<file path="config.mk">
export PLATFORM = sky130hd
export DESIGN_NAME = pviu_top
export DESIGN_NICKNAME = d
export VERILOG_FILES = /design/src/rtl/pviu_pkg.sv /design/src/rtl/pviu_top.sv
export SDC_FILE = /design/constraint.sdc
export NUM_CORES = 1
export LEC_CHECK = 0
export ABC_AREA = 1
export BUFFER_PORTS_ARGS = -buffer_cell sky130_fd_sc_hd__buf_2
export CAP_MARGIN = 20
export CORE_AREA = 8 8 175 244
export DETAILED_ROUTE_END_ITERATION = 12
export DIE_AREA = 0 0 183 252
export PLACE_DENSITY_LB_ADDON = 0.3
export SLEW_MARGIN = 40
export SYNTH_ARGS = -nofsm -noshare
export SYNTH_HDL_FRONTEND = slang
export SYNTH_SLANG_ARGS = --single-unit
</file>
<file path="constraint.sdc">
create_clock -name CLK -period 10.7 [get_ports CLK]
set_clock_uncertainty 0.2 [all_clocks]
set_input_delay 1.605 -clock CLK [delete_from_list [all_inputs] [get_ports CLK]]
set_output_delay 1.605 -clock CLK [all_outputs]
set_load 0.01 [all_outputs]
</file>
<file path="src/rtl/pviu_pkg.sv">
// package of the vectored interrupt unit: register map, bit positions, event carrier
// assumes one clock domain and an AXI4-Lite register port with 32-bit data
package pviu_pkg;

  localparam int unsigned PVIU_NREG   = 11;
  localparam int unsigned PVIU_NSRC   = 15;
  localparam int unsigned PVIU_NMF    = 6;
  localparam int unsigned PVIU_AXI_AW = 8;

  // register indices; byte address is index times four
  localparam logic [3:0] PVIU_IDX_PRIM0 = 4'h0;
  localparam logic [3:0] PVIU_IDX_PRIM1 = 4'h1;
  localparam logic [3:0] PVIU_IDX_GRP0  = 4'h4;
  localparam logic [3:0] PVIU_IDX_GRP4  = 4'h8;
  localparam logic [3:0] PVIU_IDX_GRP5  = 4'h9;
  localparam logic [3:0] PVIU_IDX_EDGE  = 4'ha;
  localparam logic [3:0] PVIU_IDX_LAST  = 4'ha;

  localparam logic [7:0] PVIU_RST_VAL = 8'h00;
  localparam int unsigned PVIU_GIE_BIT = 0;

  // writable bits per register, index 10 first
  localparam logic [10:0][7:0] PVIU_WMASK = {
    8'h0f, 8'hff, 8'hff, 8'h33, 8'h33, 8'h33, 8'h33, 8'hff, 8'hff, 8'hff, 8'h7f};
  // request flag bits per register, index 10 first
  localparam logic [10:0][7:0] PVIU_FMASK = {
    8'h00, 8'hf0, 8'hf0, 8'h30, 8'h30, 8'h30, 8'h30, 8'hf0, 8'hf0, 8'hf0, 8'h70};

  // enable and flag positions in the four primary registers, lowest vector at index 0
  localparam logic [14:0][4:0] PVIU_EN_POS = {
    5'd27, 5'd26, 5'd25, 5'd24, 5'd19, 5'd18, 5'd17, 5'd16,
    5'd11, 5'd10, 5'd9, 5'd8, 5'd3, 5'd2, 5'd1};
  localparam logic [14:0][4:0] PVIU_FL_POS = {
    5'd31, 5'd30, 5'd29, 5'd28, 5'd23, 5'd22, 5'd21, 5'd20,
    5'd15, 5'd14, 5'd13, 5'd12, 5'd6, 5'd5, 5'd4};
  // source index of each multi-function vector 0..5
  localparam logic [5:0][3:0] PVIU_MF_SRC = {4'd14, 4'd9, 4'd8, 4'd7, 4'd6, 4'd5};
  localparam logic [3:0] PVIU_SRC_USB = 4'd2;

  localparam logic [7:0] PVIU_VEC_STEP = 8'h04;

  localparam logic [1:0] PVIU_EDGE_OFF  = 2'b00;
  localparam logic [1:0] PVIU_EDGE_RISE = 2'b01;
  localparam logic [1:0] PVIU_EDGE_FALL = 2'b10;
  localparam logic [1:0] PVIU_EDGE_BOTH = 2'b11;

  localparam logic [1:0] PVIU_RESP_OKAY   = 2'b00;
  localparam logic [1:0] PVIU_RESP_SLVERR = 2'b10;

  // one-cycle event pulses from peripherals on the system clock
  typedef struct packed {
    logic       usb;
    logic       cmp0;
    logic       cmp1;
    logic       serial_module;
    logic       spi_a;
    logic       timebase0;
    logic       timebase1;
    logic       std_timer_p;
    logic       std_timer_a;
    logic [4:0] ptm_p;
    logic [4:0] ptm_a;
    logic       low_voltage;
    logic       uart;
    logic       converter;
    logic       eeprom;
  } pviu_events_t;

endpackage

</file>
<file path="src/rtl/pviu_top.sv">
// vectored, prioritised interrupt unit with its return stack and register port
// assumes peripheral events synchronous to CLK, pins asynchronous, core sequencer on CLK
// Behaviour
// - source event sets its request flag
// - flag vectors only when its enable set
// - global enable low blocks every interrupt
// - push next address, load winning vector
// - return from interrupt pops saved address
// - service clears global enable automatically
// - requests while blocked still set flags
// - full stack blocks acknowledgement until pop
// - fixed priority, lowest vector wins
// - any flag becoming set wakes device
// - dedicated vectors plus shared grouped vectors
// - first primary register layout
// - second primary register layout
// - third primary register layout
// - fourth primary register layout
// - first grouped register: standard timer
// - grouped registers one..three: periodic timers
// - fifth grouped register: timers three, four
// - sixth grouped register: voltage, uart, converter, eeprom
// - flags and enables read/write, reset zero
// - service clears dedicated source flag
// - pin edge select: off, rise, fall, both
//
// The register addresses and the AXI4-Lite slave port were chosen for this implementation.
`timescale 1ns/1ps
`default_nettype none

module pviu_top
  import pviu_pkg::*;
#(
  parameter int unsigned PC_W        = 16,
  parameter int unsigned STACK_DEPTH = 8
) (
  input  wire logic                   CLK,
  input  wire logic                   RST,
  input  wire logic                   AWVALID,
  output logic                        AWREADY,
  input  wire logic [PVIU_AXI_AW-1:0] AWADDR,
  input  wire logic                   WVALID,
  output logic                        WREADY,
  input  wire logic [31:0]            WDATA,
  input  wire logic [3:0]             WSTRB,
  output logic                        BVALID,
  input  wire logic                   BREADY,
  output logic [1:0]                  BRESP,
  input  wire logic                   ARVALID,
  output logic                        ARREADY,
  input  wire logic [PVIU_AXI_AW-1:0] ARADDR,
  output logic                        RVALID,
  input  wire logic                   RREADY,
  output logic [31:0]                 RDATA,
  output logic [1:0]                  RRESP,
  input  wire pviu_events_t           EVENTS,
  input  wire logic [1:0]             INT_PIN,
  input  wire logic [PC_W-1:0]        CORE_PC,
  input  wire logic                   CORE_BOUNDARY,
  input  wire logic                   CORE_CALL,
  input  wire logic                   CORE_RET,
  input  wire logic                   CORE_RETURN_FROM_INTERRUPT,
  output logic                        PC_LOAD,
  output logic [PC_W-1:0]             PC_LOAD_ADDR,
  output logic                        STACK_FULL,
  output logic                        WAKE
);

  localparam int unsigned SP_W = $clog2(STACK_DEPTH + 1);

  initial begin
    if (PC_W < 8 || STACK_DEPTH < 1) begin
      $error("pviu_top: PC_W must be >= 8 and STACK_DEPTH >= 1");
    end
  end

  typedef struct packed {
    logic [10:0][7:0]                 regs;
    logic [1:0]                       pin_s1;
    logic [1:0]                       pin_s2;
    logic [1:0]                       pin_s3;
    logic [STACK_DEPTH-1:0][PC_W-1:0] stack;
    logic [SP_W-1:0]                  sp;
    logic                             pc_load;
    logic                             svc;
    logic [PC_W-1:0]                  pc_addr;
    logic                             wake;
    logic                             aw_got;
    logic                             aw_hit;
    logic [3:0]                       aw_idx;
    logic                             w_got;
    logic [7:0]                       wdata;
    logic                             wbyte;
    logic                             bvalid;
    logic [1:0]                       bresp;
    logic                             rvalid;
    logic [7:0]                       rdata;
    logic [1:0]                       rresp;
  } pviu_state_t;

  pviu_state_t st;
  pviu_state_t next_st;

  function automatic logic reg_hit(input logic [PVIU_AXI_AW-1:0] a);
    reg_hit = (a[1:0] == 2'b00) && (a[PVIU_AXI_AW-1:2] <= {2'b00, PVIU_IDX_LAST});
  endfunction

  function automatic logic [3:0] reg_idx(input logic [PVIU_AXI_AW-1:0] a);
    reg_idx = a[5:2];
  endfunction

  function automatic logic [3:0] first_set(input logic [PVIU_NSRC-1:0] v);
    first_set = 4'h0;
    for (int i = PVIU_NSRC - 1; i >= 0; i--) begin
      if (v[i]) begin
        first_set = 4'(i);
      end
    end
  endfunction

  logic [31:0]           prim;
  logic [PVIU_NSRC-1:0]  pend;
  logic                  any_pend;
  logic [3:0]            win;
  logic [7:0]            win_vec;
  logic                  gie;
  logic                  pop_req;
  logic                  take;
  logic                  wr_now;
  logic [PC_W-1:0]       stack_top;
  logic [PVIU_NMF-1:0]   mf_level;
  logic [10:0][7:0]      evt;
  logic [10:0][7:0]      nregs;
  logic [31:0]           np;

  // pending and priority from current state
  always_comb begin
    prim = st.regs[3:0];
    for (int i = 0; i < PVIU_NSRC; i++) begin
      pend[i] = prim[PVIU_FL_POS[i]] & prim[PVIU_EN_POS[i]];
    end
    any_pend = |pend;
    win = first_set(pend);
    win_vec = 8'((win + 4'h1) * PVIU_VEC_STEP);
    gie = st.regs[PVIU_IDX_PRIM0][PVIU_GIE_BIT];
    for (int n = 0; n < PVIU_NMF; n++) begin
      mf_level[n] = |(st.regs[PVIU_IDX_GRP0 + 4'(n)][7:4]
                    & st.regs[PVIU_IDX_GRP0 + 4'(n)][3:0]);
    end
    pop_req = CORE_RET | CORE_RETURN_FROM_INTERRUPT;
    // a call or return on the same boundary is served first; the interrupt waits
    take = CORE_BOUNDARY & gie & any_pend & ~STACK_FULL
         & ~CORE_CALL & ~pop_req;
    wr_now = st.aw_got & st.w_got & ~st.bvalid;
    stack_top = (st.sp == '0) ? '0 : st.stack[st.sp - SP_W'(1)];
  end

  // peripheral and pin events mapped onto flag bits
  always_comb begin
    evt = '0;
    for (int i = 0; i < 2; i++) begin
      case (st.regs[PVIU_IDX_EDGE][2*i +: 2])
        PVIU_EDGE_RISE: evt[PVIU_IDX_PRIM0][4+i] = st.pin_s2[i] & ~st.pin_s3[i];
        PVIU_EDGE_FALL: evt[PVIU_IDX_PRIM0][4+i] = ~st.pin_s2[i] & st.pin_s3[i];
        PVIU_EDGE_BOTH: evt[PVIU_IDX_PRIM0][4+i] = st.pin_s2[i] ^ st.pin_s3[i];
        default:        evt[PVIU_IDX_PRIM0][4+i] = 1'b0;
      endcase
    end
    evt[0][6] = EVENTS.usb;
    evt[1][4] = EVENTS.cmp0;
    evt[1][5] = EVENTS.cmp1;
    evt[2][7] = EVENTS.serial_module;
    evt[3][4] = EVENTS.spi_a;
    evt[3][5] = EVENTS.timebase0;
    evt[3][6] = EVENTS.timebase1;
    evt[4][4] = EVENTS.std_timer_p;
    evt[4][5] = EVENTS.std_timer_a;
    for (int t = 0; t < 3; t++) begin
      evt[5+t][4] = EVENTS.ptm_p[t];
      evt[5+t][5] = EVENTS.ptm_a[t];
    end
    evt[PVIU_IDX_GRP4][4] = EVENTS.ptm_p[3];
    evt[PVIU_IDX_GRP4][5] = EVENTS.ptm_a[3];
    evt[PVIU_IDX_GRP4][6] = EVENTS.ptm_p[4];
    evt[PVIU_IDX_GRP4][7] = EVENTS.ptm_a[4];
    evt[PVIU_IDX_GRP5][4] = EVENTS.low_voltage;
    evt[PVIU_IDX_GRP5][5] = EVENTS.uart;
    evt[PVIU_IDX_GRP5][6] = EVENTS.converter;
    evt[PVIU_IDX_GRP5][7] = EVENTS.eeprom;
  end

  always_comb begin
    next_st = st;
    next_st.pin_s1 = INT_PIN;
    next_st.pin_s2 = st.pin_s1;
    next_st.pin_s3 = st.pin_s2;
    next_st.pc_load = 1'b0;
    next_st.svc = 1'b0;

    // register writes first, then service clears, then sets: a set always wins
    nregs = st.regs;
    if (wr_now && st.aw_hit && st.wbyte) begin
      nregs[st.aw_idx] = st.wdata & PVIU_WMASK[st.aw_idx];
    end
    np = nregs[3:0];
    if (take) begin
      np[PVIU_GIE_BIT] = 1'b0;
      np[PVIU_FL_POS[win]] = 1'b0;
    end
    nregs[3:0] = np;
    for (int n = 0; n < PVIU_NMF; n++) begin
      if (mf_level[n]) begin
        np = nregs[3:0];
        np[PVIU_FL_POS[PVIU_MF_SRC[n]]] = 1'b1;
        nregs[3:0] = np;
      end
    end
    nregs = nregs | evt;
    next_st.regs = nregs;
    next_st.wake = |((nregs & ~st.regs) & PVIU_FMASK);

    // return stack shared by calls and interrupt entries
    if (pop_req && st.sp != '0) begin
      next_st.sp = st.sp - SP_W'(1);
      next_st.pc_load = 1'b1;
      next_st.pc_addr = stack_top;
    end else if (CORE_CALL && !STACK_FULL) begin
      next_st.stack[st.sp] = CORE_PC;
      next_st.sp = st.sp + SP_W'(1);
    end else if (take) begin
      next_st.stack[st.sp] = CORE_PC;
      next_st.sp = st.sp + SP_W'(1);
      next_st.pc_load = 1'b1;
      next_st.svc = 1'b1;
      next_st.pc_addr = PC_W'(win_vec);
    end

    // register port, write side
    if (AWVALID && AWREADY) begin
      next_st.aw_got = 1'b1;
      next_st.aw_hit = reg_hit(AWADDR);
      next_st.aw_idx = reg_idx(AWADDR);
    end
    if (WVALID && WREADY) begin
      next_st.w_got = 1'b1;
      next_st.wdata = WDATA[7:0];
      next_st.wbyte = WSTRB[0];
    end
    if (wr_now) begin
      next_st.aw_got = 1'b0;
      next_st.w_got = 1'b0;
      next_st.bvalid = 1'b1;
      next_st.bresp = st.aw_hit ? PVIU_RESP_OKAY : PVIU_RESP_SLVERR;
    end else if (st.bvalid && BREADY) begin
      next_st.bvalid = 1'b0;
    end

    // read side: unmapped reads return zero with an error response
    if (ARVALID && ARREADY) begin
      next_st.rvalid = 1'b1;
      next_st.rdata = reg_hit(ARADDR) ? st.regs[reg_idx(ARADDR)] : 8'h00;
      next_st.rresp = reg_hit(ARADDR) ? PVIU_RESP_OKAY : PVIU_RESP_SLVERR;
    end else if (st.rvalid && RREADY) begin
      next_st.rvalid = 1'b0;
    end
  end

  always_ff @(posedge CLK or posedge RST) begin
    if (RST) begin
      st <= '0;
    end else begin
      st <= next_st;
    end
  end

  assign AWREADY = ~st.aw_got & ~st.bvalid;
  assign WREADY = ~st.w_got & ~st.bvalid;
  assign BVALID = st.bvalid;
  assign BRESP = st.bresp;
  assign ARREADY = ~st.rvalid;
  assign RVALID = st.rvalid;
  assign RDATA = {24'h000000, st.rdata};
  assign RRESP = st.rresp;
  assign PC_LOAD = st.pc_load;
  assign PC_LOAD_ADDR = st.pc_addr;
  assign STACK_FULL = (st.sp == SP_W'(STACK_DEPTH));
  assign WAKE = st.wake;
endmodule

`default_nettype wire

</file>
Word-level counts from Yosys, hierarchy flattened

Memories as Yosys holds them, arrays and structs flattened.
Index checks and enable logic that the tools add are counted.

Register bits: 274
Latch bits: 0
Bits in writable memories: 0
Bits in read-only memories: 208
Input bits: 104
Output and inout bits: 60
Memories: 2

$add $sub $neg: 3
Multipliers: 0
Divide/modulo/power cells: 0
Order comparisons: 11
Equality and inequality tests: 8
Shift-type cells: 0
Mux-type cells: 56
Bitwise logic cells: 55
Reduce and logical (&&, ||, !) cells: 36

Memory list:

| memory           | depth | width | read ports | clocked after memory_dff | wr ports | RTL line        | source |
|---|---|---|---|---|---|---|---|
| (name not given) | 16    | 8     | 1          | 0                        | 0        | pviu_top.sv:203 | `nregs[st.aw_idx] = st.wdata & PVIU_WMASK[st.aw_idx];` |
| (name not given) | 16    | 5     | 1          | 0                        | 0        | pviu_top.sv:208 | `np[PVIU_FL_POS[win]] = 1'b0;` |

Operators by type and width:

| cell                                    | number |
|---|---|
| 2-to-1 mux 150 bit                      | 1 |
| 2-to-1 mux 132 bit                      | 1 |
| bitwise mux 128 bit                     | 1 |
| bitwise mux 88 bit                      | 1 |
| 2-to-1 mux 88 bit                       | 1 |
| bitwise OR 88 x 80 -> 88 bit            | 1 |
| AND 80 bit                              | 1 |
| 2-to-1 mux 16 bit                       | 5 |
| NOT 80 bit                              | 1 |
| 2-to-1 mux 32 bit                       | 2 |
| 2-to-1 mux 4 bit                        | 15 |
| binary-select mux 16 bit (select 3 bit) | 1 |
| demux 16 bit (select 3 bit)             | 1 |
| AND 32 bit                              | 1 |
| binary-select mux 8 bit (select 4 bit)  | 1 |
| demux 8 bit (select 4 bit)              | 1 |
| 2-to-1 mux 8 bit                        | 4 |
| NOT 32 bit                              | 1 |
| OR reduction 31 bit                     | 1 |
| AND 1 bit                               | 28 |
| AND 4 bit                               | 6 |
| OR reduction 4 bit                      | 6 |
| 2-to-1 mux 23 bit                       | 1 |
| 2-to-1 mux 22 bit                       | 1 |
| other kinds (36)                        | 86 |

Depth between registers and ports, before layout

Gate-level depths: netlist of the first run.

Depth after elaboration: 34
Mapped depth: 31
Mapped depth without buffers: 31

Worst setup path after synthesis of the first run

Ideal clock, no wire load.

Kind: input port to flip-flop
From: in CORE_RETURN_FROM_INTERRUPT
To: reg st[121] (netlist name)
Library setup time: 0.130 ns
Arrival: 2.950 ns
Required time: 10.370 ns
Path slack: 7.420 ns
Stages: 11
Path through: nor2_1 -> inv_1 -> nor3_1 -> nand2_1 -> o21ai_2 -> nand2_2 -> nor3_2 -> nand2_1 -> buf_2 -> nand2_1 -> o21ai_0

Word-level cells in the longest chain between the ends: 5
Elaborated cells between the ends (all ways): 7

Ends and longest elaborated chain:

| element                                | RTL line        | source |
|---|---|---|
| from (decl)                            | pviu_top.sv:62  | `input wire logic CORE_RETURN_FROM_INTERRUPT,` |
| bitwise OR 1 bit *                     | pviu_top.sv:150 | `pop_req = CORE_RET \| CORE_RETURN_FROM_INTERRUPT;` |
| NOT 1 bit                              | pviu_top.sv:153 | `& ~CORE_CALL & ~pop_req;` |
| AND 1 bit                              | pviu_top.sv:153 |  |
| nonzero test 2 bit (no source line)    | --              |  |
| AND reduction 2 bit (no source line) * | --              |  |
| to (signal assigned)                   | pviu_top.sv:272 | `st <= next_st;` |
| to (decl)                              | pviu_top.sv:101 | `pviu_state_t st;` |

Every way passes the cells marked *; elsewhere a longest branch is shown, timed or not.
A chain may end at the register's enable or synchronous reset.

Worst setup path after layout of the first run

From: reg st[49] (netlist name)
To: out STACK_FULL

Word-level cells in the longest chain between the ends: 1

Ends and longest elaborated chain:

| element       | RTL line        | source |
|---|---|---|
| == test 4 bit | pviu_top.sv:286 | `assign STACK_FULL = (st.sp == SP_W'(STACK_DEPTH));` |
| to (decl)     | pviu_top.sv:65  | `output logic STACK_FULL,` |

Every way passes these cells.

==> impl_metrics.toml, run 1 <==
[status]
status = "completed"

[setup_path]
crit_family = "buffers and inverters"
path_buf_inv = 3
slowest_stage = "inv_4"
arrival_ns = 2.63
crit_path_end_kind = "primary output"
max_stage_delay_ns = 0.54
crit_fanout = 84
worstPathRequired_ns = 8.90
crit_chain = "buf_6 > inv_4 > ha_1 > nand2_1 > nor2_1 > buf_2"
startpoint_type = "flip-flop"
path_class = "flip-flop to primary output"

[detailed_routing]
route.detailed.wl_per_inst_um = 16.6
drt-total-wl_um = 37200
drt-initial-drc-count = 828
drcViolationCount = 0
ant_nets = 0
via_per_inst = 4.96
drtPass1Iterations = 5
num_vias = 11100

[layout]
antenna_cells = 0
fill_cells = 4052
nets = 1813
final_cells = 2242
syn2layout_area_growth_pct = 12.6
drive_gt1_share_pct = 14.0
design_area_sq_um = 15200

[clock_network]
h-tree-depth = 1
insertion_delay_ns = 0.55
post_cts_resized = 0
ctsLongestPathBuffers = 3
numClockSinks = 272
cts_root_buf = "clkbuf_16"
post_cts_buffers = 0
cts_tree = "yes"
hold_buffers = 0
cts.clk_slew.worst_paths_ns = 0.06
numCtsBuffers = 29

[placement]
hpwl_um = 26000
gp_congestion = 0.872
placed_cells = 2191
port_buffers = 110
dp_slack_ns = 6.11
post_dp_cell_area_sq_um = 14200

[job]
max_cap_violations = 0

[floorplanning]
start_util_pct = 34.6
num_rows = 86
ios = 164
dieArea_sq_um = 46100
dieHeight_um = 252
core_area_sq_um = 39000
die_w_um = 183

[logic_synthesis]
ys_seq_area_share_pct = 50.5
netlist_top_cells_area = "dfrtp_1 50%, o21ai_0 11%, nand2_1 11%"
ys.flop_type = "dfrtp_1"
async_reset_ff_share_pct = 100
synth_edf_count = 0
synth_seq_cells = 272
synth_cell_types = 49
avgSynthCellArea_sq_um = 8.21
yosys_warnings = 0
synthCells = 1642
synth_area_sq_um = 13500
yosysTopAreaCell = "dfrtp_1"
yosysTopAreaCellShare_pct = 50.5

[timing]
setup_tns_ns = 0
rsz0062_at_grt = "no"
slew_headroom_pct = 46.7
worst_slack_ns = 6.27
tightest_slew_ns = 0.799
setup_viol = 0
fin_crit_sh_pct = 41.4
max_freq_mhz = 226
fin_crit_ns = 4.43
hold_viol_final = 0
drv_slew = 0

[power_and_ir_drop]
clock_power_share_pct = 27.0
power_density_nw_per_um2 = 251
seqPwrFrac_pct = 38.4
p_sw_mw = 1.45
power.leakage_nw = 7.37
p_int_mw = 2.35
max-vdd-ir-drop_uv = 145
total_power_mw = 3.81
power.share.switching_pct = 38.2
comb_power_share_pct = 34.5

[global_routing]
overflow = 0
grt_first_pass_wirelength_um = 59800
track_usage_pct = 16.0
grt_pass1_vias = 10900
grt_max_degree = 132
antenna_found_initial = 0

[worst_hold_path]
hold_path.class = "flip-flop to flip-flop"
[power by group through the flow]
stage | clock (mW) | sequential (mW) | combinational (mW)
after floorplan | 0 | 1.43 | 1.00
after global placement | 0 | 1.47 | 1.30
after detailed placement | 0 | 1.48 | 1.33
after CTS | 1.06 | 1.46 | 1.34
after global routing | 1.10 | 1.50 | 1.50
final | 1.03 | 1.46 | 1.32
[metal layers]
layer	vias up	part of all wire (%)	GRT usage (%)	routed length [um]
li1	5426	-	-	-
met1	5371	40	19.0	15000
met2	261	52	29.5	19500
met3	58	4.6	2.13	1720
met4	0	2.5	4.68	941
met5	-	0	0	0
[stage by stage]
step           hold slack, ns  utilization (%)
3_5_place_dp            0.136             36.5
4_1_cts                 0.148             39.0
5_1_grt                 0.153             39.0
3_3_place_gp            0.135             36.4
6_report                0.147             39.0
2_1_floorplan           0.131                -
[synthesized netlist by cell type (5+ instances only)]
cell type,n
nand2_1,380
o21ai_0,287
dfrtp_1,272
inv_1,155
nor2_1,116
a21oi_1,70
buf_4,52
clkbuf_1,46
nand3_1,37
o22ai_1,25
o21ai_1,23
buf_2,19
nand2_2,19
o221ai_1,16
ha_1,15
nand4_1,12
inv_2,11
a22oi_1,9
a221oi_1,7
nor2_2,7
mux2_2,6
a31oi_1,5
nor3_2,5
[placed cells by master, fill, tap and decap left out, drive strengths merged, types with 4 or more instances in the layout]
master    n
nor4      4
clkinv    8
conb     26
nand4    12
nand3    40
nor2    127
ha       15
dfrtp   272
inv     167
buf     119
a22oi     9
clkbuf   40
o221ai   16
a21oi    70
a31oi     5
o21ai   313
nand2   402
nor3     10
a221oi    7
o22ai    25
bufinv    4
mux2      6
[logic make-up after synthesis]
| group | Yosys count | synth area share [%] |
|---|---|---|
| AND/OR/NAND/NOR | 598 | 19.0 |
| AO/OA/AOI/OAI | 454 | 18.4 |
| buffers and inverters | 292 | 9.89 |
| flip-flops | 272 | 50.5 |
| adder cells (fa/ha/maj) | 15 | 1.39 |
| multiplexers | 7 | 0.668 |
| XOR/XNOR | 3 | 0.195 |
| other | 1 | 0.0278 |
[path summary, 6_finish.rpt]
kind,from,endpoint,slack (ns),depth (start not counted)
setup / recovery,st[49],STACK_FULL,6.27,6
hold / removal,next_st[184],next_st[182],0.15,0
setup reg to reg,st[49],st[117],6.57,14
hold reg to reg,next_st[184],next_st[182],0.15,0
max in group asynchronous,RST,st[160],8.14,3
min in group asynchronous,RST,st[14],0.91,2
[layout make-up]
| type | count | area [sq um] | share of cell area, % |
|---|---|---|---|
| clock inverter | 11 | 158 | 1.04 |
| clock buffer | 40 | 807 | 5.32 |
| tap | 528 | 661 | 4.35 |
| timing repair buffer | 119 | 629 | 4.15 |
| sequential | 272 | 6810 | 44.8 |
| inverter | 169 | 652 | 4.29 |
| multi-input combinational | 1103 | 5470 | 36.0 |
[worst register-to-register path, cell delays in order, from the launching register on]
cell and delay [ns]:
dfrtp_2 0.35, buf_6 0.50, inv_4 0.45, ha_1 0.38, nand2_1 0.09, nor2_1 0.08
nor3_1 0.13, nand2_1 0.25, o21ai_2 0.19, nand2_2 0.15, nor3_2 0.25, nand2_1 0.44
buf_4 0.37, nand2_1 0.08, o21ai_0 0.09
Note: power is estimated with default switching activity, not from simulation.
==> inputs of run 2 (changes only) <==
ABC_AREA = 0   (was 1)
CORE_AREA = 8 8 177 246   (was 8 8 175 244)
DIE_AREA = 0 0 185 254   (was 0 0 183 252)
clock period = 4.4 ns   (was 10.7 ns; I/O delays follow)
==> run 2 against run 1 <==
  * Global-route usage decreased by 0.46 points
  * Utilization increased by 0.20 points
  * Total power increased by 140%
  * Hold slack got worse by 0.14 ns
  * Non-clock buffer count increased by 16
  * Sequential share of layout area decreased by 1.2 points
  * Synthesized cell count decreased by 31%
  * First-iteration DRC count decreased by 31%
  * Critical path depth increased by 10
  * Register-to-register slack got worse by 5.9 ns
  * Design area increased by 2.8%
  * Largest cell class unchanged
  * Largest power group unchanged
==> impl_metrics.toml, run 2 <==
[layout]
nets = 1341
drive_gt1_share_pct = 28.1
syn2layout_area_growth_pct = 13.2
final_cells = 1777
fill_cells = 3908
mostFrequentLayoutCells = "271 x dfrtp_1, 110 x buf_2, 95 x nand2_1"
mostFrequentLayoutCell = "dfrtp_1"

[setup_path]
crit_path_end_kind = "flip-flop"
reg2reg_slack_ns = 0.65
regToRegStartpoint = "prim[29]"
crit_chain = "and2_1 > o211ai_1 > a222oi_1 > nand2b_1 > a22oi_1 > a21oi_1 > a21oi_1 > buf_4 > inv_1 > ha_1 > mux2i_1 > o21a_1 > nand2_1 > nor3_1 > o32a_1 > nand4_1"
cp-startpoint = "prim[29]"
startpoint_type = "flip-flop"
worstPathRequired_ns = 4.60
cpMostUsedCell = "a21oi_1"
arrival_ns = 3.95
slowest_stage = "dfrtp_1"
max_stage_delay_ns = 0.46
r2r_end = "WAKE"
path_class = "flip-flop to flip-flop"
reg2regPathDepth = 16
crit_fanout = 9

[global_routing]
grt_pass1_vias = 9973
met2_usage_pct = 28.5
antenna_found_initial = 2
overflow = 0
grt_max_degree = 106
gr-usage-met1_pct = 17.9
grt_first_pass_wirelength_um = 57200
track_usage_pct = 15.5
busiest_layer = "met2"
grt_use_met3_pct = 2.58

[timing]
fin_hold_ws_ns = 0.00432
fin_crit_ns = 3.75
fin_crit_sh_pct = 85.1
worst_slack_ns = 0.655
setup_tns_ns = 0
setup_viol = 0
drv_slew = 0
max_freq_mhz = 267
slew_headroom_pct = 48.2
hold_viol_final = 0
rsz0062_at_grt = "no"
tightest_slew_ns = 0.778

[logic_synthesis]
synthTopCellsByCount = "272 x dfrtp_1, 95 x nand2_1, 87 x mux2_1"
ys.flop_type = "dfrtp_1"
async_reset_ff_share_pct = 100
synth_area_sq_um = 13800
synth_edf_count = 0
yosysTopAreaCell = "dfrtp_1"
yosysTopAreaCellShare_pct = 49.4
yosys_warnings = 0
synthCells = 1138
ys_seq_area_share_pct = 49.4
netlist_top_cells_area = "dfrtp_1 49%, mux4_2 7.7%, mux2_1 7.1%"
yosysMostFrequentCell = "dfrtp_1"
synth_seq_cells = 272
avgSynthCellArea_sq_um = 12.1
synth_cell_types = 86

[floorplanning]
ios = 164
die_w_um = 185
num_rows = 87
start_util_pct = 34.6
dieHeight_um = 254
dieArea_sq_um = 47000
core_area_sq_um = 39800

[placement]
placed_cells = 1725
dp_slack_ns = 0.724
gp_congestion = 0.897
hpwl_um = 25600
port_buffers = 110

[detailed_routing]
via_per_inst = 5.29
drtPass1Iterations = 8
route.detailed.wl_per_inst_um = 20.4
drcViolationCount = 0
num_vias = 9397
drt-initial-drc-count = 573
ant_nets = 0
drt-total-wl_um = 36300

[clock_network]
numClockSinks = 272
cts.clk_slew.worst_paths_ns = 0.06
numCtsBuffers = 29
insertion_delay_ns = 0.56
ctsLongestPathBuffers = 3
cts_tree = "yes"
cts_root_buf = "clkbuf_16"
post_cts_buffers = 0
post_cts_resized = 0
h-tree-depth = 1
hold_buffers = 0

[power_and_ir_drop]
max-vdd-ir-drop_uv = 374
power.leakage_nw = 7.19
power_density_nw_per_um2 = 578

[job]
max_cap_violations = 0

[worst_hold_path]
hold_path.class = "primary input to asynchronous set/reset pin"

[status]
status = "completed"
## run 2: changes by cell type after synthesis, sizes merged, moves of 19 or more
cell and change:
nor2 -75, mux2 +162, nand3 -30, nor2b +19
mux4 +48, inv -104, a21oi -42, nand2 -306
o21ai -271
## run 2: stage by stage
step	power, mW	instance area (sq um)	utilization, %
6_report	9.02	15600	39.2
5_1_grt	9.57	15600	39.2
4_1_cts	9.14	15600	39.2
3_5_place_dp	6.77	14700	36.9
3_3_place_gp	6.68	14700	36.9
2_1_floorplan	5.92	13900	-
## run 2: where the power goes
group	total, mW	leakage [nW]	switching [mW]	internal (mW)
Sequential	3.74	3.42	0.524	3.22
Clock	2.32	0.448	0.967	1.36
Combinational	2.96	3.32	1.53	1.43
Total	9.02	7.19	3.02	6.00
## run 2: how the worst max path moves through the flow
stage,cells past startpoint,end,slack (ns)
2_1_floorplan,1,BRESP[1],-0.06
3_3_place_gp,16,WAKE,0.73
3_5_place_dp,16,WAKE,0.72
4_1_cts,16,WAKE,0.71
5_1_grt,16,WAKE,0.36
6_report,16,WAKE,0.65
## run 2: layer usage
metal,part of all wire (%),vias up
met3,5.8,71
met2,52,286
met1,39,4769
met5,0,-
met4,3.2,0
li1,-,4271
## run 2: cells by family after synthesis
| family | Yosys count | synth area share [%] |
|---|---|---|
| AOI/OAI and AO/OA | 211 | 11.4 |
| xor gates and xnor gates | 2 | 0.127 |
| adders and majority gates | 15 | 1.36 |
| buffers and inverters | 170 | 6.31 |
| DFF | 272 | 49.4 |
| muxes | 229 | 22.8 |
| other | 1 | 0.0272 |
| and+or+nand+nor | 238 | 8.58 |
## run 2: critical path: cells and delay by family, from the launching register on
family	cells	cell delay [ns]
flip-flops	1	0.46
adder cells (fa/ha/maj)	1	0.28
AO/OA/AOI/OAI	7	1.22
AND/OR/NAND/NOR	5	0.98
multiplexers	1	0.21
buffers and inverters	2	0.23
## run 2: final cells by class
cell class              count  area, sq um  area share (%)
diodes                      1         2.50          0.0160
clock buffers              46          880            5.64
clock inverters             5         31.3           0.200
inverters                  63          240            1.54
multi-input cells         721         6220            39.8
flip-flops and latches    272         6810            43.6
well taps                 534          668            4.28
repair buffers            135          763            4.89
==> inputs of run 3 (changes only) <==
PLACE_DENSITY = 0.62   (was not set)
PLACE_DENSITY_LB_ADDON = not set   (was 0.3)
==> run 3 against run 2 <==
  * First-iteration DRC count rose by 28%
  * Utilization rose by 0.27 points
  * Sequential power hardly changed
  * Hold slack improved by 0.014 ns
  * Global-route usage up 0.093 points
  * Clock power rose by 9.1%
  * Die area unchanged
  * Sequential share of layout area is 0.30 points lower
  * Cell count grew 0.11%
  * Critical path type unchanged
  * Critical endpoint unchanged
  * Largest power group unchanged
  * Highest routed layer is now met5
==> impl_metrics.toml, run 3 (synthesis results as in run 2) <==
[status]
status = "completed"

[setup_path]
crit_fanout = 9
path_class = "flip-flop to flip-flop"
startpoint_type = "flip-flop"
max_stage_delay_ns = 0.49
crit_chain = "nand2_1 > o211ai_1 > a222oi_1 > nand2b_1 > a22oi_1 > a21oi_1 > a21oi_1 > inv_1 > ha_1 > mux2i_1 > o21a_1 > nand2_1 > nor3_1 > o32a_1 > nand4_1"
crit_path_end_kind = "flip-flop"
path_buf_inv = 1
crit_family = "compound AO/OA/AOI/OAI gates"
arrival_ns = 4.03
reg2reg_slack_ns = 0.60
slowest_stage = "dfrtp_1"
worstPathRequired_ns = 4.63

[layout]
nets = 1344
multi_input_area_sq_um = 6210
design_area_sq_um = 15700
syn2layout_area_growth_pct = 14.0
register_area_sq_um = 6810
mostFrequentLayoutCell = "dfrtp_1"
final_util_pct = 39.5
fill_cells = 3890
mostFrequentLayoutCells = "271 x dfrtp_1, 110 x buf_2, 95 x nand2_1"
drive_gt1_share_pct = 28.4

[detailed_routing]
drt-initial-drc-count = 736
drtPass1Iterations = 5
ant_nets = 0
num_vias = 9442
route.detailed.wl_per_inst_um = 20.4
drcViolationCount = 0
drt-total-wl_um = 36300
via_per_inst = 5.31

[timing]
setup_tns_ns = 0
tightest_slew_ns = 0.798
fin_crit_sh_pct = 86.4
rsz0062_at_grt = "no"
fin_crit_ns = 3.80
hold_viol_final = 0
max_freq_mhz = 263
setup_viol = 0
slew_headroom_pct = 46.8
drv_slew = 0

[global_routing]
antenna_found_initial = 5
grt_first_pass_wirelength_um = 57600
overflow = 0
grt_pass1_vias = 10000
grt_max_degree = 108
track_usage_pct = 15.6

[clock_network]
cts_root_buf = "clkbuf_16"
cts.clk_slew.worst_paths_ns = 0.06
cts_tree = "yes"
h-tree-depth = 1
ctsLongestPathBuffers = 3
numClockSinks = 272
post_cts_resized = 0
numCtsBuffers = 29
insertion_delay_ns = 0.57

[worst_hold_path]
hold_path.class = "primary input to flip-flop"

[placement]
port_buffers = 110
gp_congestion = 0.919
hpwl_um = 25600
post_dp_cell_area_sq_um = 14700

[floorplanning]
start_util_pct = 34.6
ios = 164
num_rows = 87
dieArea_sq_um = 47000
die_w_um = 185
core_area_sq_um = 39800
dieHeight_um = 254

[power_and_ir_drop]
max-vdd-ir-drop_uv = 440
total_power_mw = 9.22
power_density_nw_per_um2 = 587
power.leakage_nw = 7.25

[job]
max_cap_violations = 0
## run 3: cell count changes in the layout (fill, tap and decap cells not counted), sizes merged
cell,previous run,this run
buf,135,137
clkinv,3,8
clkbuf,46,36
dlygate4sd3,0,1
bufinv,0,4
## run 3: power breakdown
part           total (mW)  internal (mW)  switching, mW
logic                2.96           1.44           1.52
registers            3.73           3.21          0.517
clock network        2.53           1.51           1.02
total                9.22           6.16           3.06
## run 3: layout make-up
type | count | share of cell area [%]
Antenna cell | 1 | 0.0159
Clock buffer | 36 | 5.04
Clock inverter | 14 | 1.24
Inverter | 63 | 1.53
Multi-Input combinational cell | 721 | 39.5
Sequential cell | 272 | 43.3
Tap cell | 534 | 4.25
Timing Repair Buffer | 138 | 5.09
## run 3: repair_timing
item                                    in CTS  in global routing
endpoints found under the setup margin       0                  0
hold endpoints to repair                    16                  0
setup buffers                                0                  0
hold buffers                                 1                  0
## run 3: per-layer routing
layer | vias to the layer above | part of all wire [%] | track usage, %
met5 | - | 0.094 | 0
met4 | 6 | 4.0 | 6.53
met3 | 84 | 6.6 | 3.10
met2 | 310 | 51 | 28.0
met1 | 4766 | 38 | 17.8
li1 | 4276 | - | -
## run 3: metrics by stage
step / instances / hold slack (ns) / worst slack [ns]
2_1_floorplan: 1163 / 0.131 / -0.0554
3_3_place_gp: 1727 / 0.136 / 0.675
3_5_place_dp: 1727 / 0.136 / 0.639
4_1_cts: 1778 / 0.00847 / 0.619
5_1_grt: 1778 / 0.00141 / 0.309
6_report: 1779 / 0.0179 / 0.599
## run 3: worst reg2reg max path, delay by kind of cell (launching register included)
kind / cells / cell delay [ns]
multiplexers: 1 / 0.21
AO/OA/AOI/OAI: 7 / 1.51
AND/OR/NAND/NOR: 5 / 0.84
flip-flops: 1 / 0.49
buffers and inverters: 1 / 0.12
adder cells (fa/ha/maj): 1 / 0.31
## run 3: final timing paths
kind / end / from / depth (start not counted)
worst max-delay path: WAKE / prim[30] / 15
worst min-delay path: next_st[184] / INT_PIN[1] / 1
worst max register to register: WAKE / prim[30] / 15
worst min register to register: next_st[182] / next_st[184] / 0
max in group asynchronous: st[49] / RST / 4
min in group asynchronous: st[75] / RST / 3
